<file path="config.mk">
export PLATFORM = sky130hd
export DESIGN_NAME = src_reclocker_ctrl
export DESIGN_NICKNAME = d
export VERILOG_FILES = /design/src/src_pkg.sv /design/src/src_reclocker_ctrl.sv
export SDC_FILE = /design/constraint.sdc
export NUM_CORES = 1
export LEC_CHECK = 0
export BUFFER_PORTS_ARGS = -buffer_cell sky130_fd_sc_hd__clkbuf_2
export CORE_MARGIN = 1.5
export CORE_UTILIZATION = 29
export DETAILED_ROUTE_END_ITERATION = 10
export PLACE_DENSITY = 0.55
export REMOVE_ABC_BUFFERS = 1
export SYNTH_ARGS = -nofsm -noshare
export SYNTH_HDL_FRONTEND = slang
export SYNTH_SLANG_ARGS = --single-unit
export TNS_END_PERCENT = 20
</file>
<file path="constraint.sdc">
create_clock -name aclk -period 2.34 [get_ports aclk]
set_input_delay 0.351 -clock aclk [delete_from_list [all_inputs] [get_ports aclk]]
set_output_delay 0.351 -clock aclk [all_outputs]
set_load 0.03 [all_outputs]
</file>
<file path="src/src_pkg.sv">
// shared constants and types for the sdi reclocker control block
// Overview of operation
// - silence low mutes both serial outputs
// - silence overrides forced and automatic bypass
// - silence input defaults to un-muted
// - skip select high passes data unretimed
// - skip low bypasses when unlocked or unsupported
// - skip select high holds lock indicator low
// - skip select defaults low, auto bypass
// - unlocked and unmuted means retiming bypassed
// - locked, unmuted, skip low, rate supported means retiming
// - lock high only with data and loop lock
// - rate flag high means 270 Mbps data
// - rate flag registered, valid only while locked
// - rate flag held low while unlocked
// - rate flag settles one period after lock edge
// - lock drops within 1 ms of data loss
// - clock select picks clock or second data
// - clock select defaults low, second data
// - both serial outputs always driven
// - clock on second output muted in bypass
// - muted legs sit at fixed opposite levels
// - lock within 15 ms of first transition
package src_pkg;

    // timing, in ns as printed, and derived cycle counts
    localparam int CLK_PERIOD_NS    = 40;
    localparam int LOCK_DROP_NS     = 1000000;
    localparam int ACQ_TIME_NS      = 15000000;
    localparam int RATE_SETTLE_NS   = 37;
    // longest times round down, least times round up
    localparam int LOCK_DROP_CYC    = LOCK_DROP_NS / CLK_PERIOD_NS;
    localparam int ACQ_TIME_CYC     = ACQ_TIME_NS / CLK_PERIOD_NS;
    localparam int RATE_SETTLE_CYC  =
        (RATE_SETTLE_NS + CLK_PERIOD_NS - 1) / CLK_PERIOD_NS;

    // register map, byte addresses
    localparam logic [3:0] ADDR_CTRL   = 4'h0;
    localparam logic [3:0] ADDR_STATUS = 4'h4;

    // control register fields
    localparam int CTRL_MUTE_BIT    = 0;
    localparam int CTRL_BYPASS_BIT  = 1;
    localparam int CTRL_CLKSEL_BIT  = 2;
    localparam logic [2:0] CTRL_RST = 3'h0;

    // status register fields
    localparam int STAT_LOCK_BIT    = 0;
    localparam int STAT_RATE_BIT    = 1;
    localparam int STAT_BYPASS_BIT  = 2;
    localparam int STAT_MUTED_BIT   = 3;
    localparam int STAT_CLKSEL_BIT  = 4;
    localparam int STAT_ACQLATE_BIT = 5;

    // synchroniser order: {clock select, skip, silence_n}
    localparam logic [2:0] SYNC_RST = 3'h1;

    localparam logic [1:0] RESP_OKAY   = 2'h0;
    localparam logic [1:0] RESP_SLVERR = 2'h2;

    typedef enum logic [1:0] {
        SRC_LK_IDLE   = 2'b00,
        SRC_LK_ACQ    = 2'b01,
        SRC_LK_LOCKED = 2'b10
    } src_lock_t;

endpackage

</file>
<file path="src/src_reclocker_ctrl.sv">
// control, lock and output logic of the sdi reclocker
`timescale 1ns/100ps
module src_reclocker_ctrl #(
    parameter int LOCK_DROP_CYCLES = src_pkg::LOCK_DROP_CYC,
    parameter int ACQ_TIME_CYCLES  = src_pkg::ACQ_TIME_CYC
) (
    input  wire logic        aclk,
    input  wire logic        aresetn,
    input  wire logic [3:0]  s_axi_awaddr,
    input  wire logic        s_axi_awvalid,
    output logic             s_axi_awready,
    input  wire logic [31:0] s_axi_wdata,
    input  wire logic [3:0]  s_axi_wstrb,
    input  wire logic        s_axi_wvalid,
    output logic             s_axi_wready,
    output logic [1:0]       s_axi_bresp,
    output logic             s_axi_bvalid,
    input  wire logic        s_axi_bready,
    input  wire logic [3:0]  s_axi_araddr,
    input  wire logic        s_axi_arvalid,
    output logic             s_axi_arready,
    output logic [31:0]      s_axi_rdata,
    output logic [1:0]       s_axi_rresp,
    output logic             s_axi_rvalid,
    input  wire logic        s_axi_rready,
    input  wire logic        output_silence_n,
    input  wire logic        retime_skip_select,
    input  wire logic        second_output_clock_select,
    input  wire logic        serial_video_input,
    input  wire logic        loop_pll_locked,
    input  wire logic        rate_detect_270,
    input  wire logic        rate_supported,
    output logic             primary_serial_output_p,
    output logic             primary_serial_output_n,
    output logic             second_serial_output_p,
    output logic             second_serial_output_n,
    output logic             loop_lock_indicator,
    output logic             standard_rate_flag
);

    localparam int DROP_W = $clog2(LOCK_DROP_CYCLES + 1);
    localparam int ACQ_W  = $clog2(ACQ_TIME_CYCLES + 1);

    // ---------------- register bus ----------------
    logic [2:0]  ctrl;
    logic        aw_held;
    logic        w_held;
    logic [3:0]  aw_addr;
    logic [31:0] w_data;
    logic [3:0]  w_strb;

    assign s_axi_awready = !aw_held && !s_axi_bvalid;
    assign s_axi_wready  = !w_held && !s_axi_bvalid;
    assign s_axi_arready = !s_axi_rvalid;

    always_ff @(posedge aclk) begin
        if (!aresetn) begin
            aw_held <= 1'b0;
            aw_addr <= 4'h0;
        end else if (s_axi_awvalid && s_axi_awready) begin
            aw_held <= 1'b1;
            aw_addr <= s_axi_awaddr;
        end else if (aw_held && w_held) begin
            aw_held <= 1'b0;
        end
    end

    always_ff @(posedge aclk) begin
        if (!aresetn) begin
            w_held <= 1'b0;
            w_data <= 32'h0;
            w_strb <= 4'h0;
        end else if (s_axi_wvalid && s_axi_wready) begin
            w_held <= 1'b1;
            w_data <= s_axi_wdata;
            w_strb <= s_axi_wstrb;
        end else if (aw_held && w_held) begin
            w_held <= 1'b0;
        end
    end

    // commit once both halves are held, then answer
    always_ff @(posedge aclk) begin
        if (!aresetn) begin
            ctrl         <= src_pkg::CTRL_RST;
            s_axi_bvalid <= 1'b0;
            s_axi_bresp  <= src_pkg::RESP_OKAY;
        end else if (aw_held && w_held) begin
            s_axi_bvalid <= 1'b1;
            if (aw_addr == src_pkg::ADDR_CTRL) begin
                s_axi_bresp <= src_pkg::RESP_OKAY;
                if (w_strb[0]) begin
                    ctrl <= w_data[2:0];
                end
            end else if (aw_addr == src_pkg::ADDR_STATUS) begin
                s_axi_bresp <= src_pkg::RESP_OKAY;
            end else begin
                s_axi_bresp <= src_pkg::RESP_SLVERR;
            end
        end else if (s_axi_bvalid && s_axi_bready) begin
            s_axi_bvalid <= 1'b0;
        end
    end

    logic [31:0] status_word;

    always_ff @(posedge aclk) begin
        if (!aresetn) begin
            s_axi_rvalid <= 1'b0;
            s_axi_rdata  <= 32'h0;
            s_axi_rresp  <= src_pkg::RESP_OKAY;
        end else if (s_axi_arvalid && s_axi_arready) begin
            s_axi_rvalid <= 1'b1;
            if (s_axi_araddr == src_pkg::ADDR_CTRL) begin
                s_axi_rdata <= {29'h0, ctrl};
                s_axi_rresp <= src_pkg::RESP_OKAY;
            end else if (s_axi_araddr == src_pkg::ADDR_STATUS) begin
                s_axi_rdata <= status_word;
                s_axi_rresp <= src_pkg::RESP_OKAY;
            end else begin
                s_axi_rdata <= 32'h0;
                s_axi_rresp <= src_pkg::RESP_SLVERR;
            end
        end else if (s_axi_rvalid && s_axi_rready) begin
            s_axi_rvalid <= 1'b0;
        end
    end

    // ---------------- control pins ----------------
    logic [2:0] pin_meta;
    logic [2:0] pin_sync;

    // reset values stand in for the pull-up and pull-downs
    always_ff @(posedge aclk) begin
        if (!aresetn) begin
            pin_meta <= src_pkg::SYNC_RST;
            pin_sync <= src_pkg::SYNC_RST;
        end else begin
            pin_meta <= {second_output_clock_select, retime_skip_select,
                         output_silence_n};
            pin_sync <= pin_meta;
        end
    end

    logic silence_n_s;
    logic skip_s;
    logic clk_sel_s;

    assign silence_n_s = pin_sync[0] & ~ctrl[src_pkg::CTRL_MUTE_BIT];
    assign skip_s      = pin_sync[1] | ctrl[src_pkg::CTRL_BYPASS_BIT];
    assign clk_sel_s   = pin_sync[2] | ctrl[src_pkg::CTRL_CLKSEL_BIT];

    // ---------------- activity and lock ----------------
    logic              din_q;
    logic              din_q2;
    logic              din_edge;
    logic [DROP_W-1:0] idle_cnt;
    logic              data_lost;

    assign din_edge  = din_q ^ din_q2;
    assign data_lost = idle_cnt == DROP_W'(LOCK_DROP_CYCLES);

    always_ff @(posedge aclk) begin
        if (!aresetn) begin
            din_q  <= 1'b0;
            din_q2 <= 1'b0;
        end else begin
            din_q  <= serial_video_input;
            din_q2 <= din_q;
        end
    end

    // counts cycles with no input transition, saturating
    always_ff @(posedge aclk) begin
        if (!aresetn) begin
            idle_cnt <= '0;
        end else if (din_edge) begin
            idle_cnt <= '0;
        end else if (!data_lost) begin
            idle_cnt <= idle_cnt + DROP_W'(1);
        end
    end

    src_pkg::src_lock_t lock_state;
    src_pkg::src_lock_t next_lock_state;
    logic [ACQ_W-1:0]   acq_cnt;
    logic               acq_late;
    logic               in_lock;

    assign in_lock  = lock_state == src_pkg::SRC_LK_LOCKED;
    assign acq_late = acq_cnt == ACQ_W'(ACQ_TIME_CYCLES);

    always_comb begin
        next_lock_state = lock_state;
        case (lock_state)
            src_pkg::SRC_LK_IDLE: begin
                if (din_edge) begin
                    next_lock_state = src_pkg::SRC_LK_ACQ;
                end
            end
            src_pkg::SRC_LK_ACQ: begin
                if (data_lost) begin
                    next_lock_state = src_pkg::SRC_LK_IDLE;
                end else if (loop_pll_locked) begin
                    next_lock_state = src_pkg::SRC_LK_LOCKED;
                end
            end
            src_pkg::SRC_LK_LOCKED: begin
                if (data_lost) begin
                    next_lock_state = src_pkg::SRC_LK_IDLE;
                end else if (!loop_pll_locked) begin
                    next_lock_state = src_pkg::SRC_LK_ACQ;
                end
            end
            default: begin
                next_lock_state = src_pkg::SRC_LK_IDLE;
            end
        endcase
    end

    always_ff @(posedge aclk) begin
        if (!aresetn) begin
            lock_state <= src_pkg::SRC_LK_IDLE;
        end else begin
            lock_state <= next_lock_state;
        end
    end

    // time spent in the acquire state; flags a late acquisition
    always_ff @(posedge aclk) begin
        if (!aresetn) begin
            acq_cnt <= '0;
        end else if (lock_state != src_pkg::SRC_LK_ACQ) begin
            acq_cnt <= '0;
        end else if (!acq_late) begin
            acq_cnt <= acq_cnt + ACQ_W'(1);
        end
    end

    always_ff @(posedge aclk) begin
        if (!aresetn) begin
            loop_lock_indicator <= 1'b0;
        end else begin
            loop_lock_indicator <= in_lock && !skip_s;
        end
    end

    // lock indicator and 270 detect, registered one cycle late; low while unlocked
    always_ff @(posedge aclk) begin
        if (!aresetn) begin
            standard_rate_flag <= 1'b0;
        end else begin
            standard_rate_flag <= loop_lock_indicator
                                  && rate_detect_270;
        end
    end

    // ---------------- data path ----------------
    logic bypass_act;
    logic retimed;
    logic rclk;
    logic data_sel;
    logic sec_mute;

    assign bypass_act = skip_s || !loop_lock_indicator
                        || !rate_supported;
    assign data_sel   = bypass_act ? serial_video_input : retimed;
    assign sec_mute   = !silence_n_s
                        || (clk_sel_s && bypass_act);

    always_ff @(posedge aclk) begin
        if (!aresetn) begin
            retimed <= 1'b0;
            rclk    <= 1'b0;
        end else begin
            retimed <= din_q;
            rclk    <= ~rclk;
        end
    end

    // muting wins over every bypass choice; legs never float
    always_ff @(posedge aclk) begin
        if (!aresetn) begin
            primary_serial_output_p <= 1'b0;
            primary_serial_output_n <= 1'b1;
        end else if (!silence_n_s) begin
            primary_serial_output_p <= 1'b0;
            primary_serial_output_n <= 1'b1;
        end else begin
            primary_serial_output_p <= data_sel;
            primary_serial_output_n <= ~data_sel;
        end
    end

    always_ff @(posedge aclk) begin
        if (!aresetn) begin
            second_serial_output_p <= 1'b0;
            second_serial_output_n <= 1'b1;
        end else if (sec_mute) begin
            second_serial_output_p <= 1'b0;
            second_serial_output_n <= 1'b1;
        end else begin
            second_serial_output_p <= clk_sel_s ? rclk
                                                : data_sel;
            second_serial_output_n <= clk_sel_s ? ~rclk : ~data_sel;
        end
    end

    always_comb begin
        status_word = 32'h0;
        status_word[src_pkg::STAT_LOCK_BIT]    = loop_lock_indicator;
        status_word[src_pkg::STAT_RATE_BIT]    = standard_rate_flag;
        status_word[src_pkg::STAT_BYPASS_BIT]  = bypass_act;
        status_word[src_pkg::STAT_MUTED_BIT]   = !silence_n_s;
        status_word[src_pkg::STAT_CLKSEL_BIT]  = clk_sel_s;
        status_word[src_pkg::STAT_ACQLATE_BIT] = acq_late;
    end
endmodule // src_reclocker_ctrl

</file>
Word-level counts from Yosys, hierarchy flattened
Cells that the tools add are included.
{"block": "word_totals", "regBits": 102, "elab_cells": 102, "in_bits": 58}
{"block": "op_classes", "n_mux": 22, "add_sub_neg": 2, "n_eq_ne": 10, "bitwise_logic": 8, "reduce_logical": 35}
{"op": "$add A19 B1 Y19 const B", "n": 1}
{"op": "$eq A19 B19 Y1 const B", "n": 1}
{"op": "$mux W2", "n": 9}
{"op": "$add A15 B1 Y15 const B", "n": 1}
{"op": "$eq A15 B15 Y1 const B", "n": 1}
{"op": "$mux W6", "n": 2}
{"op": "$logic_and A1 B1 Y1", "n": 11}
{"op": "$mux W1", "n": 10}
{"op": "$eq A4 B3 Y1 const B", "n": 2}
{"op": "$logic_not A1 Y1", "n": 8}
{"op": "$logic_not A4 Y1", "n": 2}
{"op": "$reduce_bool A2 Y1", "n": 4}
{"op": "$ne A3 B3 Y1 const B", "n": 2}
{"op": "$pmux W2 S3", "n": 1}
{"op": "$reduce_and A3 Y1", "n": 2}
{"op": "$reduce_or A2 Y1", "n": 3}
{"op": "$not A1 Y1", "n": 4}
{"op": "$logic_or A1 B1 Y1", "n": 3}
{"op": "$eq A2 B1 Y1 const B", "n": 1}
{"op": "$eq A2 B2 Y1 const B", "n": 1}
{"op": "$logic_not A2 Y1", "n": 1}
{"op": "$ne A2 B1 Y1 const B", "n": 1}
{"op": "$ne A2 B2 Y1 const B", "n": 1}
{"op": "$or A1 B1 Y1", "n": 2}
{"op": "other kinds (3)", "n": 3}

Depth between registers and ports, before layout
{"block": "depth", "word_depth": 6, "mapped_depth": 6}

Least setup slack after synthesis
OpenSTA, ideal clock, no wires.
{"block": "synth_timing", "path_type": "flip-flop to flip-flop", "start": "register acq_cnt[0]", "end": "register acq_cnt[18]", "path_stages_with_launch": 7, "required_time_ns": 2.269, "setup_time_ns": 0.071, "arrival_time_ns": 1.697, "n_path_buf": 1, "synth_period_minus_slack_ns": 1.769, "path_slack_ns": 0.571, "path_cell_list": "dfxtp_1 -> ha_1 -> nand3_2 -> or3_1 -> clkbuf_2 -> or4_1 -> a21oi_1"}
{"block": "synth_via", "elab_chain_cells": 1}
{"element": "from (decl)", "line_no": "src_reclocker_ctrl.sv:186", "text": "logic [ACQ_W-1:0] acq_cnt;"}
{"element": "from (signal assigned)", "line_no": "src_reclocker_ctrl.sv:236", "text": "acq_cnt <= acq_cnt + ACQ_W'(1);"}
{"element": "$add A19 B1 Y19 or $eq A19 B19 Y1 (tied branches)", "line_no": "src_reclocker_ctrl.sv:236, src_reclocker_ctrl.sv:191"}
Several ways; a longest one is shown, not always the timed one.
A chain may end at the register's enable or synchronous reset.

Worst setup path in the final report
Same ends and word-level chain as after synthesis.

==> key figures <==
Yosys
  – Adder-cell share of the synthesized area: 0.0150
  – Yosys cell types: 49
  – Avg Cell Area, Syn: 9.16 um^2
  – Largest family of logic cells by synthesized area: simple AND/OR/NAND/NOR gates
  – Proportion of synthesized area in mux cells: 0.0519
  – Yosys top cell area share: 0.445
  – Synth warn: 0
  – Sequential share of the synthesized area: 0.445
  – Syn Inst Count: 363
  – Simple-gate share of the synthesized area: 0.265
  – Most frequent cell after synthesis: dfxtp_1
  – Xor/xnor share of the synthesized area: 0.0553
  – Top post-synthesis cells by count: 74 x dfxtp_1, 29 x nor2_1, 28 x buf_4
  – Largest area contributor in the netlist: dfxtp_1
  – Netlist Area Pre-Place: 3330 um^2
  – Primary FF master, synth: dfxtp_1
  – Yosys reg bits: 74
  – Largest cells by area after synthesis: dfxtp_1 45%, buf_4 6.3%, mux2i_1 4.5%
  – Compound-gate portion of the synthesized area: 0.0734
  – Post-synth EDFFs: 0
  – Async S/R FF share, synth: 0

Worst setup path
  – Worst reg2reg endpoint: acq_cnt[18]$_SDFFE_PP0P_
  – Worst endpoint required time: 2590 ps
  – CP max FO: 7
  – Slowest stage delay, CP: 500 ps
  – Worst Reg-to-Reg Cells: 5
  – Delay-heaviest family, CP: simple AND/OR/NAND/NOR gates
  – Critical path class: reg2reg
  – Worst-path cell chain: ha_1, nand3_2, or3_1, or4_1, a21oi_1
  – Worst Path Buf+Inv: 0
  – R2r setup slk: 410 ps
  – Crit path launch type: register
  – Crit path DAT: 2180 ps
  – Worst-path cell with the longest stage delay: or4_1
  – Endpoint class of the critical path: register
  – RR Startpoint: acq_cnt[0]$_SDFFE_PP0P_

Die
  – Top Ports: 105
  – Die Wd: 110 um
  – Site Rows: 38
  – Initial Utilization: 0.301
  – Die area: 12100 um^2
  – Die H: 110 um
  – Core area: 11000 um^2

Clocking
  – Post-CTS Hold Fix Bufs: 0
  – Clk slew on worst S/H paths: 60 ps
  – Clock buffer count from CTS: 9
  – Clk sinks: 74
  – Clock root buffer: clkbuf_16
  – CTS tree: built
  – Setup bufs post-CTS: 0
  – H-Tree Depth: 3
  – Clock buffer depth: 2
  – Worst skew pair latency: 330 ps
  – Post-cts gate resize count: 0

STA
  – Tcrit/Tclk final: 0.823
  – Worst-Margin Slew: 710 ps
  – Count of final hold-check violations: 0
  – Skew final: 7.36 ps
  – Max_slew headroom: 0.523
  – Max Freq: 519 MHz
  – Post-layout min period: 1930 ps
  – Hold Slack: 215 ps
  – RSZ-0062 raised after global routing: false
  – Setup-failing EPs final: 0
  – Setup TNS Final: 0 ps
  – Final slew viol count: 0

Global route
  – First-pass GRT wire length: 10600 um
  – Antenna violations before repair: 0
  – Largest net degree at the start of global routing: 42
  – Vias in the first global route: 2266
  – Gr ovfl total: 0
  – GRT Overall Usage: 0.115

Place
  – Placed cell count: 537
  – DP HPWL: 4720 um
  – Final GP Congestion: 0.797
  – I/O Buffers: 44

Route
  – Drt pass-1 iters: 4
  – # DRC: 0
  – Antenna Nets Post-Route: 0
  – Vias: 2481
  – Initial DRC Count: 74
  – Drt total wl: 6480 um
  – DR vias/cell: 4.49
  – DR WL/cell: 11.7 um

Power and ir drop
  – Switching power: 701 uW
  – Leakage power: 1.48 nW
  – Logic pwr share: 0.077
  – Pwr dens: 799 nW/um^2
  – Clock Power Share: 0.500
  – Total power draw: 3.14 mW
  – Sw frac: 0.223
  – Peak VDD IR: 446 uV
  – Internal: 2.44 mW
  – Seq pwr share: 0.422

Worst hold path
  – Worst hold path endpoint: pin_meta[0]$_SDFF_PN1_
  – Hold WC Path Type: in2reg
  – Hold Crit Start: output_silence_n
  – Hold Path Depth: 2

Job
  – Max Cap Viol: 0

Final layout
  – Share of layout cells above drive strength 1: 0.175
  – Layout Area Growth over Synthesis: 18.1%
  – Multi-input logic area: 1640 um^2
  – Fill count: 1151
  – Layout Cells excl Fill: 552
  – Sequential Area: 1480 um^2
  – Nets: 470
  – Ant. Diodes: 0
  – Utilization after layout: 0.356

Run status
  – Status: complete, no violations
-- cells by family (layout without fill, tap and decap cells) --
group,after synthesis,after routing
and+or+nand+nor,155,155
DFF,74,74
buffers and inverters,54,76
AOI/OAI and AO/OA,37,37
xor gates and xnor gates,21,21
muxes,17,17
adders and majority gates,4,4
other,1,28
-- sequential cells by signal, indices dropped and copies added, names as in the netlist, 2 cells and up --
name	cells
aw_addr	4
w_data	3
ctrl	3
lock_state	2
pin_sync	3
pin_meta	3
s_axi_rdata	6
acq_cnt	19
idle_cnt	15
-- cells in the final DEF (no fill, tap or decap), types with 2 or more instances in the layout --
cell type and instances:
dfxtp_1 74, clkbuf_2 44, nor2_1 29, conb_1 28, nor2b_1 24, nand2_1 21, xnor2_1 16, inv_1 15
mux2i_1 15, nand3_1 11, o21ai_0 10, a21oi_1 10, nor3_1 10, and2_1 10, clkbuf_16 9, nand4_1 6
or3_1 6, nor4_1 6, nand2b_1 6, xor2_1 5, nor4bb_1 4, and3_1 4, ha_1 4, a22oi_1 3
bufinv_16 3, or3_2 2, o31ai_1 2, or4_1 2, o21a_1 2, nor4b_1 2, and4bb_2 2, nand3b_1 2
or2_2 2, a32oi_1 2, mux2_2 2, buf_4 2
-- through the flow --
stage	worst slack [ps]	area [um^2]
floorplan	599	3170
global placement	469	3580
detailed placement	434	3580
CTS	407	3930
global route	268	3930
finish	413	3930
-- layout make-up --
cell class              count  area share
multi-input cells         262       0.417
repair buffers             46      0.0599
clock inverters             5      0.0261
well taps                 140      0.0446
clock buffers              10      0.0609
flip-flops and latches     74       0.377
inverters                  15      0.0143
-- worst max path at each step --
stage / start / endpoint / slack [ps] / cells past startpoint
after floorplan: acq_cnt[0]$_SDFFE_PP0P_ / acq_cnt[18]$_SDFFE_PP0P_ / 600 / 5
after global placement: acq_cnt[0]$_SDFFE_PP0P_ / acq_cnt[18]$_SDFFE_PP0P_ / 470 / 5
after detailed placement: acq_cnt[0]$_SDFFE_PP0P_ / acq_cnt[16]$_SDFFE_PP0P_ / 430 / 5
after CTS: acq_cnt[0]$_SDFFE_PP0P_ / acq_cnt[18]$_SDFFE_PP0P_ / 410 / 5
after global routing: acq_cnt[0]$_SDFFE_PP0P_ / acq_cnt[18]$_SDFFE_PP0P_ / 270 / 5
final: acq_cnt[0]$_SDFFE_PP0P_ / acq_cnt[18]$_SDFFE_PP0P_ / 410 / 5
-- per-layer routing --
metal	up-vias	wire length, um	global-route usage
met5	-	0	0
met4	0	110	0.0522
met3	9	299	0.0353
met2	56	2860	0.183
met1	1133	3210	0.142
li1	1283	-	-
-- power by group through the flow --
stage / logic [mW] / registers (mW) / clock network [mW]
final: 0.243 / 1.32 / 1.57
after CTS: 0.246 / 1.32 / 1.60
after global placement: 0.241 / 1.35 / 0
after detailed placement: 0.245 / 1.35 / 0
after floorplan: 0.159 / 1.36 / 0
after global routing: 0.269 / 1.33 / 1.65
Power figures use the tool's default switching activity.
